## src/common/ppc_pkg.sv

```systemverilog
package ppc_pkg;

  // register indices; the bus byte address is four times the index
  localparam logic [31:0] PPC_IDX_P5_PULL  = 32'h0ffffc4a;
  localparam logic [31:0] PPC_IDX_P9_LAT   = 32'hfffff412;
  localparam logic [31:0] PPC_IDX_P9_LAT_H = 32'hfffff413;
  localparam logic [31:0] PPC_IDX_P9_DIR   = 32'hfffff432;
  localparam logic [31:0] PPC_IDX_P9_DIR_H = 32'hfffff433;
  localparam logic [31:0] PPC_IDX_P5_MODE  = 32'hfffff44a;
  localparam logic [31:0] PPC_IDX_P5_FUNC  = 32'hfffff46a;

  // only this many index bits are decoded (paddr[13:2])
  localparam int          PPC_DEC_W = 12;

  // reset values
  localparam logic [7:0]  PPC_RST_P5_PULL = 8'h00;
  localparam logic [7:0]  PPC_RST_P5_MODE = 8'h00;
  localparam logic [7:0]  PPC_RST_P5_FUNC = 8'h00;
  localparam logic [15:0] PPC_RST_P9_LAT  = 16'h0000;
  localparam logic [15:0] PPC_RST_P9_DIR  = 16'hffff;

  // implemented bit masks
  localparam logic [7:0]  PPC_P5_MASK = 8'h3f;
  localparam logic [15:0] PPC_P9_MASK = 16'he3c3;

  // pin positions on port 5
  localparam int PPC_P5_TMR16 = 0;
  localparam int PPC_P5_TI8   = 1;
  localparam int PPC_P5_TO8   = 2;
  localparam int PPC_P5_SDI   = 3;
  localparam int PPC_P5_SDO   = 4;
  localparam int PPC_P5_SCK   = 5;

  // signals from on-chip peripherals toward port 5
  typedef struct packed {
    logic [5:0] rtp;          // realtime_output_bit0..5
    logic       csi_clk_out;  // serial clock when master
    logic       csi_clk_oe;   // serial clock drive enable
    logic       csi_data_out; // serial data out
    logic       tmr8_out;     // timer8_0_output
  } ppc_periph_t;

  // signals from port 5 pins toward peripherals
  typedef struct packed {
    logic [5:0] key_return;   // key_return_input_0..5
    logic       csi_clk_in;
    logic       csi_data_in;
    logic       tmr8_cnt_in;  // timer8_0_count_input
    logic       tmr16_cap_in; // timer16_1_capture_input
  } ppc_pin_in_t;

  // whole register state of the block
  typedef struct packed {
    logic [7:0]  p5_mode;
    logic [7:0]  p5_func;
    logic [7:0]  p5_pull;
    logic [15:0] p9_lat;
    logic [15:0] p9_dir;
    logic [31:0] prdata;
    logic        pslverr;
  } ppc_state_t;

endpackage : ppc_pkg

```

## src/ppc_port_ctrl.sv

```systemverilog
// Added by the designer: the APB register port.
`timescale 1ns/1ps

// Overview of operation
// mode bit picks port or alternate use
// pin 3 feeds key return or serial
// pin 5 function: serial clock or rtp5
// pin 4 function: serial data or rtp4
// pin 3 function: serial input or rtp3
// pin 2 function: timer output or rtp2
// pin 1 function: timer count or rtp1
// pin 0 function: capture input or rtp0
// pull-up bit connects pin pull-up
// port 7 input only, feeds analog
// port 9 nine pins, rest read zero
// port 9 latch drives pin, resets zero
// port 9 direction, zero means output
// port 9 latch word and high alias
// port 9 direction word and high alias
// alternate function owns pin drive
// read gives pin in input mode
// latch writes land in input mode
module ppc_port_ctrl
  import ppc_pkg::*;
(
  input  wire logic        pclk,
  input  wire logic        presetn,
  input  wire logic        psel,
  input  wire logic        penable,
  input  wire logic        pwrite,
  input  wire logic [31:0] paddr,
  input  wire logic [31:0] pwdata,
  input  wire logic [3:0]  pstrb,
  output      logic [31:0] prdata,
  output      logic        pready,
  output      logic        pslverr,
  input  wire logic [5:0]  p5_pin_in,
  output      logic [5:0]  p5_pin_out,
  output      logic [5:0]  p5_pin_oe,
  output      logic [5:0]  p5_pullup_en,
  input  wire logic [5:0]  p5_port_out,
  input  wire logic [5:0]  p5_port_oe,
  input  wire ppc_periph_t periph,
  output      ppc_pin_in_t pin_to_periph,
  input  wire logic [7:0]  p7_pin_in,
  output      logic [7:0]  analog_channel_input,
  output      logic [7:0]  p7_level,
  input  wire logic [15:0] p9_pin_in,
  output      logic [15:0] p9_pin_out,
  output      logic [15:0] p9_pin_oe
);

  ppc_state_t st_r;    // registered state
  ppc_state_t st_nxt;  // next state

  logic [PPC_DEC_W-1:0] idx;     // decoded register index
  logic                 setup;   // first cycle of a transfer
  logic                 wr_take; // write completes this edge
  logic [15:0]          p9_read; // port 9 read view
  logic [5:0]           alt;     // pins in alternate use
  logic [5:0]           fsel;    // function select per pin

  assign idx     = paddr[PPC_DEC_W+1:2];
  assign setup   = psel & ~penable;
  assign wr_take = psel & penable & pwrite;
  assign alt     = st_r.p5_mode[5:0];
  assign fsel    = st_r.p5_func[5:0];

  // input-mode pins show the pin, output-mode pins the latch
  assign p9_read = ((st_r.p9_dir & p9_pin_in) |
                    (~st_r.p9_dir & st_r.p9_lat)) & PPC_P9_MASK;

  // register next state, read capture in setup, writes in access
  always_comb begin
    st_nxt = st_r;
    if (setup) begin
      st_nxt.prdata  = 32'h00000000;
      st_nxt.pslverr = 1'b0;
      // reads are captured one cycle ahead so prdata is a flop
      if (idx == PPC_IDX_P5_PULL[PPC_DEC_W-1:0]) begin
        st_nxt.prdata[7:0] = st_r.p5_pull;
      end else if (idx == PPC_IDX_P5_MODE[PPC_DEC_W-1:0]) begin
        st_nxt.prdata[7:0] = st_r.p5_mode;
      end else if (idx == PPC_IDX_P5_FUNC[PPC_DEC_W-1:0]) begin
        st_nxt.prdata[7:0] = st_r.p5_func;
      end else if (idx == PPC_IDX_P9_LAT[PPC_DEC_W-1:0]) begin
        st_nxt.prdata[15:0] = p9_read;
      end else if (idx == PPC_IDX_P9_LAT_H[PPC_DEC_W-1:0]) begin
        st_nxt.prdata[7:0] = p9_read[15:8];
      end else if (idx == PPC_IDX_P9_DIR[PPC_DEC_W-1:0]) begin
        st_nxt.prdata[15:0] = st_r.p9_dir & PPC_P9_MASK;
      end else if (idx == PPC_IDX_P9_DIR_H[PPC_DEC_W-1:0]) begin
        st_nxt.prdata[7:0] = st_r.p9_dir[15:8] & PPC_P9_MASK[15:8];
      end else begin
        // unmapped: zero data and an error answer
        st_nxt.pslverr = 1'b1;
      end
    end
    if (wr_take) begin
      if (idx == PPC_IDX_P5_PULL[PPC_DEC_W-1:0]) begin
        if (pstrb[0]) begin
          st_nxt.p5_pull = pwdata[7:0] & PPC_P5_MASK;
        end
      end else if (idx == PPC_IDX_P5_MODE[PPC_DEC_W-1:0]) begin
        if (pstrb[0]) begin
          st_nxt.p5_mode = pwdata[7:0] & PPC_P5_MASK;
        end
      end else if (idx == PPC_IDX_P5_FUNC[PPC_DEC_W-1:0]) begin
        if (pstrb[0]) begin
          st_nxt.p5_func = pwdata[7:0] & PPC_P5_MASK;
        end
      end else if (idx == PPC_IDX_P9_LAT[PPC_DEC_W-1:0]) begin
        // latch takes the write whatever the direction
        if (pstrb[0]) begin
          st_nxt.p9_lat[7:0] = pwdata[7:0] & PPC_P9_MASK[7:0];
        end
        if (pstrb[1]) begin
          st_nxt.p9_lat[15:8] = pwdata[15:8] & PPC_P9_MASK[15:8];
        end
      end else if (idx == PPC_IDX_P9_LAT_H[PPC_DEC_W-1:0]) begin
        if (pstrb[0]) begin
          st_nxt.p9_lat[15:8] = pwdata[7:0] & PPC_P9_MASK[15:8];
        end
      end else if (idx == PPC_IDX_P9_DIR[PPC_DEC_W-1:0]) begin
        // unimplemented direction bits stay one, harmless and hidden
        if (pstrb[0]) begin
          st_nxt.p9_dir[7:0] = pwdata[7:0] | ~PPC_P9_MASK[7:0];
        end
        if (pstrb[1]) begin
          st_nxt.p9_dir[15:8] = pwdata[15:8] | ~PPC_P9_MASK[15:8];
        end
      end else if (idx == PPC_IDX_P9_DIR_H[PPC_DEC_W-1:0]) begin
        if (pstrb[0]) begin
          st_nxt.p9_dir[15:8] = pwdata[7:0] | ~PPC_P9_MASK[15:8];
        end
      end
    end
  end

  // one register for the whole state
  always_ff @(posedge pclk or negedge presetn) begin
    if (!presetn) begin
      st_r.p5_mode <= PPC_RST_P5_MODE;
      st_r.p5_func <= PPC_RST_P5_FUNC;
      st_r.p5_pull <= PPC_RST_P5_PULL;
      st_r.p9_lat  <= PPC_RST_P9_LAT;
      st_r.p9_dir  <= PPC_RST_P9_DIR;
      st_r.prdata  <= 32'h00000000;
      st_r.pslverr <= 1'b0;
    end else begin
      st_r <= st_nxt;
    end
  end

  // bus answer: every access phase completes at once
  assign pready  = psel & penable;
  assign prdata  = st_r.prdata;
  assign pslverr = st_r.pslverr & psel & penable;

  // port 5 pin drive: alternate use hands the pin to a peripheral
  always_comb begin
    p5_pin_out = p5_port_out;
    p5_pin_oe  = p5_port_oe;
    // pin 0: capture input or rtp0
    if (alt[PPC_P5_TMR16]) begin
      p5_pin_oe[PPC_P5_TMR16]  = fsel[PPC_P5_TMR16];
      p5_pin_out[PPC_P5_TMR16] = fsel[PPC_P5_TMR16] & periph.rtp[0];
    end
    // pin 1: timer count input or rtp1
    if (alt[PPC_P5_TI8]) begin
      p5_pin_oe[PPC_P5_TI8]  = fsel[PPC_P5_TI8];
      p5_pin_out[PPC_P5_TI8] = fsel[PPC_P5_TI8] & periph.rtp[1];
    end
    // pin 2: timer output or rtp2, always driven
    if (alt[PPC_P5_TO8]) begin
      p5_pin_oe[PPC_P5_TO8]  = 1'b1;
      p5_pin_out[PPC_P5_TO8] = fsel[PPC_P5_TO8] ? periph.rtp[2]
                                                : periph.tmr8_out;
    end
    // pin 3: serial data input or rtp3
    if (alt[PPC_P5_SDI]) begin
      p5_pin_oe[PPC_P5_SDI]  = fsel[PPC_P5_SDI];
      p5_pin_out[PPC_P5_SDI] = fsel[PPC_P5_SDI] & periph.rtp[3];
    end
    // pin 4: serial data output or rtp4
    if (alt[PPC_P5_SDO]) begin
      p5_pin_oe[PPC_P5_SDO]  = 1'b1;
      p5_pin_out[PPC_P5_SDO] = fsel[PPC_P5_SDO] ? periph.rtp[4]
                                                : periph.csi_data_out;
    end
    // pin 5: serial clock is two-way, follows the serial unit
    if (alt[PPC_P5_SCK]) begin
      if (fsel[PPC_P5_SCK]) begin
        p5_pin_oe[PPC_P5_SCK]  = 1'b1;
        p5_pin_out[PPC_P5_SCK] = periph.rtp[5];
      end else begin
        p5_pin_oe[PPC_P5_SCK]  = periph.csi_clk_oe;
        p5_pin_out[PPC_P5_SCK] = periph.csi_clk_out;
      end
    end
  end

  // pin levels toward peripherals; unselected inputs read zero
  always_comb begin
    pin_to_periph.key_return  = p5_pin_in & ~alt;
    pin_to_periph.csi_clk_in  = alt[PPC_P5_SCK] & ~fsel[PPC_P5_SCK] &
                                p5_pin_in[PPC_P5_SCK];
    pin_to_periph.csi_data_in = alt[PPC_P5_SDI] & ~fsel[PPC_P5_SDI] &
                                p5_pin_in[PPC_P5_SDI];
    pin_to_periph.tmr8_cnt_in = alt[PPC_P5_TI8] & ~fsel[PPC_P5_TI8] &
                                p5_pin_in[PPC_P5_TI8];
    pin_to_periph.tmr16_cap_in = alt[PPC_P5_TMR16] & ~fsel[PPC_P5_TMR16] &
                                 p5_pin_in[PPC_P5_TMR16];
  end

  // pull-ups follow their control bits regardless of mode
  assign p5_pullup_en = st_r.p5_pull[5:0];

  // port 7 has no direction control: straight to the converter
  assign analog_channel_input = p7_pin_in;
  assign p7_level             = p7_pin_in;

  // port 9 drive, only implemented bits ever drive
  assign p9_pin_out = st_r.p9_lat & PPC_P9_MASK;
  assign p9_pin_oe  = ~st_r.p9_dir & PPC_P9_MASK;
endmodule : ppc_port_ctrl

```

## config.mk

```make
export PLATFORM = sky130hd
export DESIGN_NAME = ppc_port_ctrl
export DESIGN_NICKNAME = d
export VERILOG_FILES = /design/src/common/ppc_pkg.sv /design/src/ppc_port_ctrl.sv
export SDC_FILE = /design/constraint.sdc
export NUM_CORES = 1
export LEC_CHECK = 0
export BUFFER_PORTS_ARGS = -buffer_cell sky130_fd_sc_hd__buf_2
export CORE_UTILIZATION = 42
export DETAILED_ROUTE_END_ITERATION = 6
export MAX_ROUTING_LAYER = met4
export PLACE_DENSITY_LB_ADDON = 0.15
export SYNTH_ARGS = -nofsm -noshare
export SYNTH_HDL_FRONTEND = slang
export SYNTH_SLANG_ARGS = --single-unit
```

## constraint.sdc

```tcl
create_clock -name pclk -period 1.4 [get_ports pclk]
set_input_delay 0.21 -clock pclk [delete_from_list [all_inputs] [get_ports pclk]]
set_output_delay 0.21 -clock pclk [all_outputs]
set_load 0.03 [all_outputs]
```

Yosys cells after proc, flatten, opt, wreduce, memory -nomap -nowiden --
Index checks and enable logic that the tools add are counted.
Word-level totals: input bits 125, logic and storage cells 104, register bits 59, output and inout port bits 110
Cells by class: bitwise logic cells 32, mux-type cells 43, reductions and logical operators 11, eq/ne operators 9
Operators by type and width (number):
- 8-bit two-way mux | 19
- 12-bit by 11-bit equality test with 1-bit output (second input constant) | 6
- 16-bit bitwise AND | 2
- 1-bit two-way mux | 23
- 1-bit bitwise AND | 16
- 16-bit two-way mux | 1
- 16-bit NOT | 1
- 16-bit OR | 1
- 12-bit equality test (second input constant) | 1
- 1-bit NOT | 10
- 9-bit AND reduction | 1
- 8-bit AND reduction | 1
- 2-bit nonzero test | 4
- 7-bit AND reduction | 1
- 6-bit bitwise AND | 1
- 6-bit NOT | 1
- 6-bit AND reduction | 1
- 5-bit AND reduction | 1
- 2-bit inequality test (second input constant) | 2
- 4-bit AND reduction | 1
- 3-bit AND reduction | 1

Depth between registers and ports, before layout --
Gate-level depths: netlist of run 1.
depth after elaboration 8, gate-level depth with buffers 7, depth with buffers taken out 5

Worst setup path before layout of run 1 --
Ideal clock, no wire load.
kind input-to-reg, from input port paddr[13], to register st_r (netlist bit p9_pin_out[13]), cell stages on the path 7, required time 1272 ps, data arrival time 1895 ps, setup slack -623 ps, buffers on the path 2, setup time 128 ps, cells stage by stage buf_6 -> nand2b_4 -> or4_1 -> buf_4 -> nor3_4 -> mux2_2 -> mux2_1
On the way: word-level cells in the longest chain between the ends 3, elaborated cells between the ends (all ways) 13, those cells by class eq/ne (6); mux (1); bitwise (3); reduce/logical (3)
Ends and longest elaborated chain:
- start, declared | RTL line ppc_port_ctrl.sv:31 | input wire logic [31:0] paddr,
- 12-bit by 11-bit equality test with 1-bit output, or another cell as far along | RTL line ppc_port_ctrl.sv:112 | end else if (idx == PPC_IDX_P9_LAT[PPC_DEC_W-1:0]) begin
- 2-bit inequality test (no line), or another cell as far along
- 7-bit AND reduction (no line)
- end signal, assigned | RTL line ppc_port_ctrl.sv:151 | st_r <= st_nxt;
- end, declared | RTL line ppc_port_ctrl.sv:53 | ppc_state_t st_r;
Several ways; a longest one is shown, not always the timed one. A chain may end at the register's enable or synchronous reset.

Worst setup path in the final report of run 1 --
from input port paddr[13], to register st_r (netlist bit p9_pin_out[14])
The elaborated chain is that of the path after synthesis.

==> results.sh, run 1 <==
export IMPL_synth_seq_area_share_pct=36.96
export IMPL_portBuffers=129
export IMPL_startpoint_type="primary input"
export IMPL_synthSimpleGateAreaFrac_pct=15.86
export IMPL_synth_top_cell_area_share_pct=30.04
export IMPL_hold_viol=0
export IMPL_wl_per_cell_um=14.66
export IMPL_cp_data_arrival_time_ps=1800
export IMPL_die_w_um=92.18
export IMPL_fin_ws_ps=-206.6
export IMPL_grt_antenna_before_repair=0
export IMPL_cellLeakagePower_nw=2.429
export IMPL_worst_path_largest_cell_delay_ps=480
export IMPL_yosys_area_share_adder_pct=0
export IMPL_worst_setup_path_end_kind="flop"
export IMPL_std_cell_rows=32
export IMPL_cts_path_max_buffers=2
export IMPL_hold_start="pwdata[2]"
export IMPL_synth_area_leader_cell="dfrtp_1"
export IMPL_synth_xor_area_share_pct=0
export IMPL_synth_ff_type="dfrtp_1"
export IMPL_drv_slew=0
export IMPL_ys_types=40
export IMPL_grt_total_usage_pct=21.42
export IMPL_ios=235
export IMPL_cp_data_required_time_ps=1600
export IMPL_via_per_inst=4.767
export IMPL_layout_drive_gt1_share_pct=53.51
export IMPL_power_mw=3.044
export IMPL_fmax_ghz=0.6224
export IMPL_synth_area_um2=3416
export IMPL_cts_tree="done"
export IMPL_grt_pass1_vias=2757
export IMPL_ys_warnings_count=0
export IMPL_period_share_pct=114.8
export IMPL_initialDrtViolationCount=92
export IMPL_rr_startpoint="st_r[42]$_DFFE_PN1P_"
export IMPL_htreeDepth=2
export IMPL_coreArea_um2=7807
export IMPL_cp_max_fo=4
export IMPL_initial_core_util_pct=43.75
export IMPL_clk_latency_ps=300
export IMPL_cellPowerDensity_nw_per_um2=675.1
export IMPL_grt_pass1_wl_um=13770
export IMPL_vias=2865
export IMPL_synth_top_family_by_area="buffers and inverters"
export IMPL_synthTopCellsByArea="dfrtp_1, buf_4, mux2_2, dfstp_2, mux2i_1"
export IMPL_dieHeight_um=92.18
export IMPL_dpl_worst_slack_ps=-583.7
export IMPL_syn_instance_count=369
export IMPL_synth_compound_area_share_pct=9.451
export IMPL_synth_edff_count=0
export IMPL_yosysMostFrequentCell="buf_4"
export IMPL_placed_area_um2=4064
export IMPL_antenna_cells=0
export IMPL_grt_max_degree=51
export IMPL_async_flop_share_pct=100.0
export IMPL_synth_seq_cells=50
export IMPL_gp_congestion=0.8524
export IMPL_reg2reg_slack_ps=150
export IMPL_path_class="primary input to flop"
export IMPL_cts_root_buffer="clkbuf_8"
export IMPL_hold_class="primary input to flop"
export IMPL_finalSetupViolations=21
export IMPL_cts_clk_slew_worst_paths_ps=90
export IMPL_grt_ovfl_total=0
export IMPL_ant_nets=0
export IMPL_synthTopCellsByCount="buf_4, dfrtp_1, mux2_2"
export IMPL_synthMuxAreaShare_pct=17.11
export IMPL_drc=0
export IMPL_finalCriticalPeriod_ps=1607
export IMPL_numClockSinks=50
export IMPL_status="finished with violations"
export IMPL_max_cap_viol_count=0
export IMPL_irDropWorstVdd_v=0.0003795
export IMPL_rsz0062_at_grt="true"
export IMPL_path_cells="buf_8 -> nand2b_4 -> or4_4 -> nor3_4 -> mux2_4 -> mux2_4"
export IMPL_syn_avg_cell_area_um2=9.257
export IMPL_area_growth_pct=32.01
export IMPL_die_area_um2=8497
export IMPL_fin_area_um2=4509
export IMPL_firstDrtPassIters=4
export IMPL_numCtsBuffers=5
export IMPL_violations="negative setup slack"
export IMPL_place_hpwl_um=6732
export IMPL_nNetsFinal=623
export IMPL_skew_ps=4.902
export IMPL_routed_wl_um=8809
export IMPL_cpMaxStageDelayCell="or4_4"
export IMPL_crit_start="paddr[13]"
export IMPL_cpMostUsedCell="mux2_4"
[repair_timing]
action	CTS	global route
endpoints found under the setup margin	34	50
hold buffers	1	0
gates resized for setup	29	44
setup buffers	9	2
endpoints found under the hold margin	41	0
pin swaps	1	9
[path summary, 6_finish.rpt]
check                                                    to  depth (start not counted)
worst max-delay path             p9_pin_out[14]$_DFFE_PN0P_                          6
worst min-delay path            p5_pullup_en[2]$_DFFE_PN0P_                          2
worst max register to register        prdata[1]$_DFFE_PN0P_                          5
worst min register to register        prdata[2]$_DFFE_PN0P_                          2
max in group asynchronous              st_r[33]$_DFFE_PN1P_                          3
min in group asynchronous         p9_pin_out[6]$_DFFE_PN0P_                          3
[logic make-up (layout without fill, tap and decap cells)]
group | count (synthesis) | count (layout)
other | 1 | 33
AND/OR/NAND/NOR | 103 | 103
multiplexers | 54 | 54
buffers and inverters | 106 | 204
flip-flops | 50 | 50
AO/OA/AOI/OAI | 55 | 55
[layout make-up]
type                    count  area (µm²)
clock buffers               8       110.1
fillers                   730        3298
inverters                  17       63.81
multi-input cells         245        1770
flip-flops and latches     50        1271
well taps                 102       127.6
repair buffers            179        1166
[flip-flops by register name (all words and copies together), names as in the netlist]
register,flops
prdata,13
fsel,6
st_r,10
p9_pin_out,9
p5_pullup_en,6
alt,6
[power by group]
group,internal (mW),switching [mW]
Clock,0.500,0.483
Combinational,0.226,0.383
Sequential,1.45,0.00326
Total,2.17,0.870
[stage by stage]
stage	std cells	hold slack (ps)	setup TNS, ps	utilization, %
after global routing	601	155.7	-3548	57.76
after detailed placement	581	221.2	-16240	52.05
after global placement	581	220.8	-15740	52.05
after CTS	599	152.7	-2081	55.79
after floorplan	401	-85.59	-9306	-
final	601	162.9	-2065	57.76
[layer usage]
| layer | track usage, % | wire [µm] |
|---|---|---|
| met3 | 3.814 | 505 |
| met4 | 4.036 | 35 |
| met2 | 33.89 | 4154 |
| met1 | 29.04 | 4114 |
| met5 | - | 0 |
[placed cells by master (no fill, tap or decap), types with 2 or more instances in the layout]
cell type,count
mux2_2,20
o31a_1,4
nor2b_1,7
nor3b_4,2
dfstp_2,9
clkbuf_8,8
nand3_2,4
nor2_1,19
nand2_2,2
dfrtp_1,34
o21ai_0,23
nand3_1,7
a21oi_1,13
o21ai_1,5
mux2_4,15
buf_2,109
or2_4,2
nor3_1,4
conb_1,33
mux2i_1,19
or2_2,2
nand2_1,27
dfrtp_2,7
buf_4,50
nor2_4,2
and2_1,3
buf_12,2
nand2b_1,4
inv_1,17
nand2_4,2
and3_4,3
o2111ai_2,2
o221ai_1,3
buf_8,2
buf_6,14
[critical path: cells and delay by family]
kind	cells	cell delay (ps)
buf+inv	1	100
mux	2	600
simple gates	3	890
No activity file was read; power rests on OpenSTA's default activity.
==> run 2: changes to the inputs <==
CORE_UTILIZATION = 43   (was 42)
CTS_BUF_LIST = sky130_fd_sc_hd__clkbuf_4   (was default)
==> run 2 against run 1 <==
Net effect: the run still ends with negative setup slack left; sequential share of layout area shrank 0.61 points; largest power group unchanged; final area grew 2.0%; worst hold slack lost 76 ps; fmax grew 4.9%; sequential cell count is the same; global-route usage grew 1.1 points; sequential power is essentially flat; final cell count grew 0.67%; setup slack gained 75 ps.
==> results.sh, run 2 (synthesized netlist as in run 1, its figures left out) <==
export IMPL_cts_path_max_buffers=2
export IMPL_worst_setup_path_end_kind="flop"
export IMPL_violations="negative setup slack"
export IMPL_vias=2962
export IMPL_layout_drive_gt1_share_pct=55.47
export IMPL_relSlewSlack_pct=65.12
export IMPL_seqPwrFrac_pct=52.9
export IMPL_nNetsFinal=627
export IMPL_cellLeakagePower_nw=2.466
export IMPL_grt_antenna_before_repair=0
export IMPL_grt_ovfl_total=0
export IMPL_mostFrequentLayoutCells="buf_2, buf_4, dfrtp_1"
export IMPL_place_inst=580
export IMPL_cellPowerDensity_nw_per_um2=597.2
export IMPL_comb_power_share_pct=22.9
export IMPL_antenna_cells=0
export IMPL_final_cell_count_no_fill=605
export IMPL_critical_path_top_delay_family="simple AND/OR/NAND/NOR gates"
export IMPL_path_class="primary input to flop"
export IMPL_cts_tree="done"
export IMPL_top_usage_layer="met2"
export IMPL_rsz0062_at_grt="true"
export IMPL_worstMarginPinSlew_ps=522.1
export IMPL_place_hpwl_um=6697
export IMPL_numCtsBuffers=5
export IMPL_drc=0
export IMPL_gp_congestion=0.8417
export IMPL_irDropWorstVdd_v=0.0004743
export IMPL_htreeDepth=2
export IMPL_routed_wl_um=8942
export IMPL_std_cell_rows=32
export IMPL_status="finished with violations"
export IMPL_cts_root_buffer="clkbuf_4"
export IMPL_regMostFlops="prdata"
export IMPL_firstDrtPassIters=4
export IMPL_largest_reg_flops=13
export IMPL_clk_latency_ps=380
export IMPL_cp_data_arrival_time_ps=1810
export IMPL_startpoint_type="primary input"
export IMPL_finalSetupViolations=29
export IMPL_die_area_um2=8304
export IMPL_skew_ps=6.953
export IMPL_fin_ws_ps=-131.3
export IMPL_coreArea_um2=7687
export IMPL_initialDrtViolationCount=113
export IMPL_numClockSinks=50
export IMPL_grt_max_degree=51
export IMPL_use_met3_pct=2.848
export IMPL_ant_nets=0
export IMPL_cp_data_required_time_ps=1680
export IMPL_grt_pass1_vias=2877
export IMPL_final_common_cell="buf_2"
export IMPL_worst_path_largest_cell_delay_ps=470
export IMPL_p_sw_mw=0.8723
export IMPL_met2_usage_pct=36.43
export IMPL_ios=235
export IMPL_max_cap_viol_count=0
export IMPL_initial_core_util_pct=44.43
export IMPL_p_clk_share_pct=24.2
export IMPL_critPathBufInv=2
export IMPL_fmax_ghz=0.6530
export IMPL_cts_clk_slew_worst_paths_ps=150
export IMPL_whs_ps=87.33
export IMPL_via_per_inst=4.896
export IMPL_finalCriticalPeriod_ps=1531
export IMPL_p_int_mw=1.875
export IMPL_grt_pass1_wl_um=14290
export IMPL_area_growth_pct=34.65
export IMPL_hold_viol=0
export IMPL_hold_class="primary input to flop"
export IMPL_grt_total_usage_pct=22.55
export IMPL_cp_max_fo=4
export IMPL_portBuffers=129
export IMPL_drv_slew=0
export IMPL_cpMaxStageDelayCell="or4_4"
export IMPL_tns_ps=-1688
export IMPL_swShare_pct=31.76
export IMPL_wl_per_cell_um=14.78
export IMPL_dieHeight_um=91.13
export IMPL_globalRouteMet1Util_pct=29.08
export IMPL_path_cells="buf_8 -> nand2b_4 -> or4_4 -> buf_6 -> nor4_4 -> nand2_2 -> mux2_4"
export IMPL_die_w_um=91.13
export IMPL_period_share_pct=109.4
-- run 2: changes by cell type in the layout (fill, tap and decap cells not counted), moves of 4 or more --
cell / change
clkbuf_8: -8
buf_6: +17
buf_2: -12
clkbuf_4: +4
-- run 2: final cells by class --
cell class | count | area, µm²
Sequential cell | 50 | 1269
Clock buffer | 5 | 37.54
Multi-Input combinational cell | 245 | 1815
Timing Repair Buffer | 183 | 1270
Clock inverter | 3 | 16.27
Tap cell | 102 | 127.6
Fill cell | 696 | 3088
Inverter | 17 | 63.81
-- run 2: path summary, 6_finish.rpt --
| path | start | endpoint | slack [ps] | cells past startpoint |
|---|---|---|---|---|
| max reg2reg | st_r[41]$_DFFE_PN1P_ | prdata[0]$_DFFE_PN0P_ | 130 | 5 |
| min reg2reg | st_r[0]$_DFFE_PN0P_ | st_r[0]$_DFFE_PN0P_ | 490 | 2 |
| min | pwdata[3] | p5_pullup_en[3]$_DFFE_PN0P_ | 90 | 2 |
| min in group asynchronous | presetn | prdata[13]$_DFFE_PN0P_ | 340 | 3 |
| max in group asynchronous | presetn | st_r[33]$_DFFE_PN1P_ | 760 | 3 |
| max | paddr[13] | p9_pin_out[14]$_DFFE_PN0P_ | -130 | 7 |
-- run 2: power by group through the flow --
stage	Combinational [mW]	Clock [mW]	Sequential [mW]
2_1_floorplan	0.473	0	1.48
3_3_place_gp	0.558	0	1.48
3_5_place_dp	0.563	0	1.48
4_1_cts	0.602	0.680	1.45
5_1_grt	0.672	0.731	1.45
6_report	0.629	0.664	1.45
-- run 2: metal layers --
metal / vias to the layer above / share of wire [%]
met5: - / 0
met4: 0 / 2.9
met3: 33 / 5.2
met2: 125 / 48
met1: 1400 / 44
li1: 1404 / -
-- run 2: per-stage QoR --
stage | power (mW) | cell area [µm²] | worst slack [ps] | utilization (%)
6_report | 2.747 | 4599 | -131.3 | 59.83
5_1_grt | 2.858 | 4599 | -217.2 | 59.83
4_1_cts | 2.736 | 4392 | -119.1 | 57.13
3_5_place_dp | 2.043 | 4069 | -564.3 | 52.93
3_3_place_gp | 2.037 | 4069 | -543.3 | 52.93
2_1_floorplan | 1.952 | 3646 | -561.3 | -
-- run 2: worst register-to-register path, stage by stage, from the launching register on --
cell and delay, ps:
dfstp_2 570, o21ai_0 80, o31a_1 150, o21ai_0 180, o21ai_1 100, o21ai_1 140
-- run 2: what timing repair did --
item                                    4_1_cts  5_1_grt
endpoints found under the setup margin       37       43
hold endpoints to repair                     41        0
resized for setup                            53       68
buffers inserted                             14        3
hold buffers                                  1        0
gates cloned                                  0        0
pin swaps                                     9        8
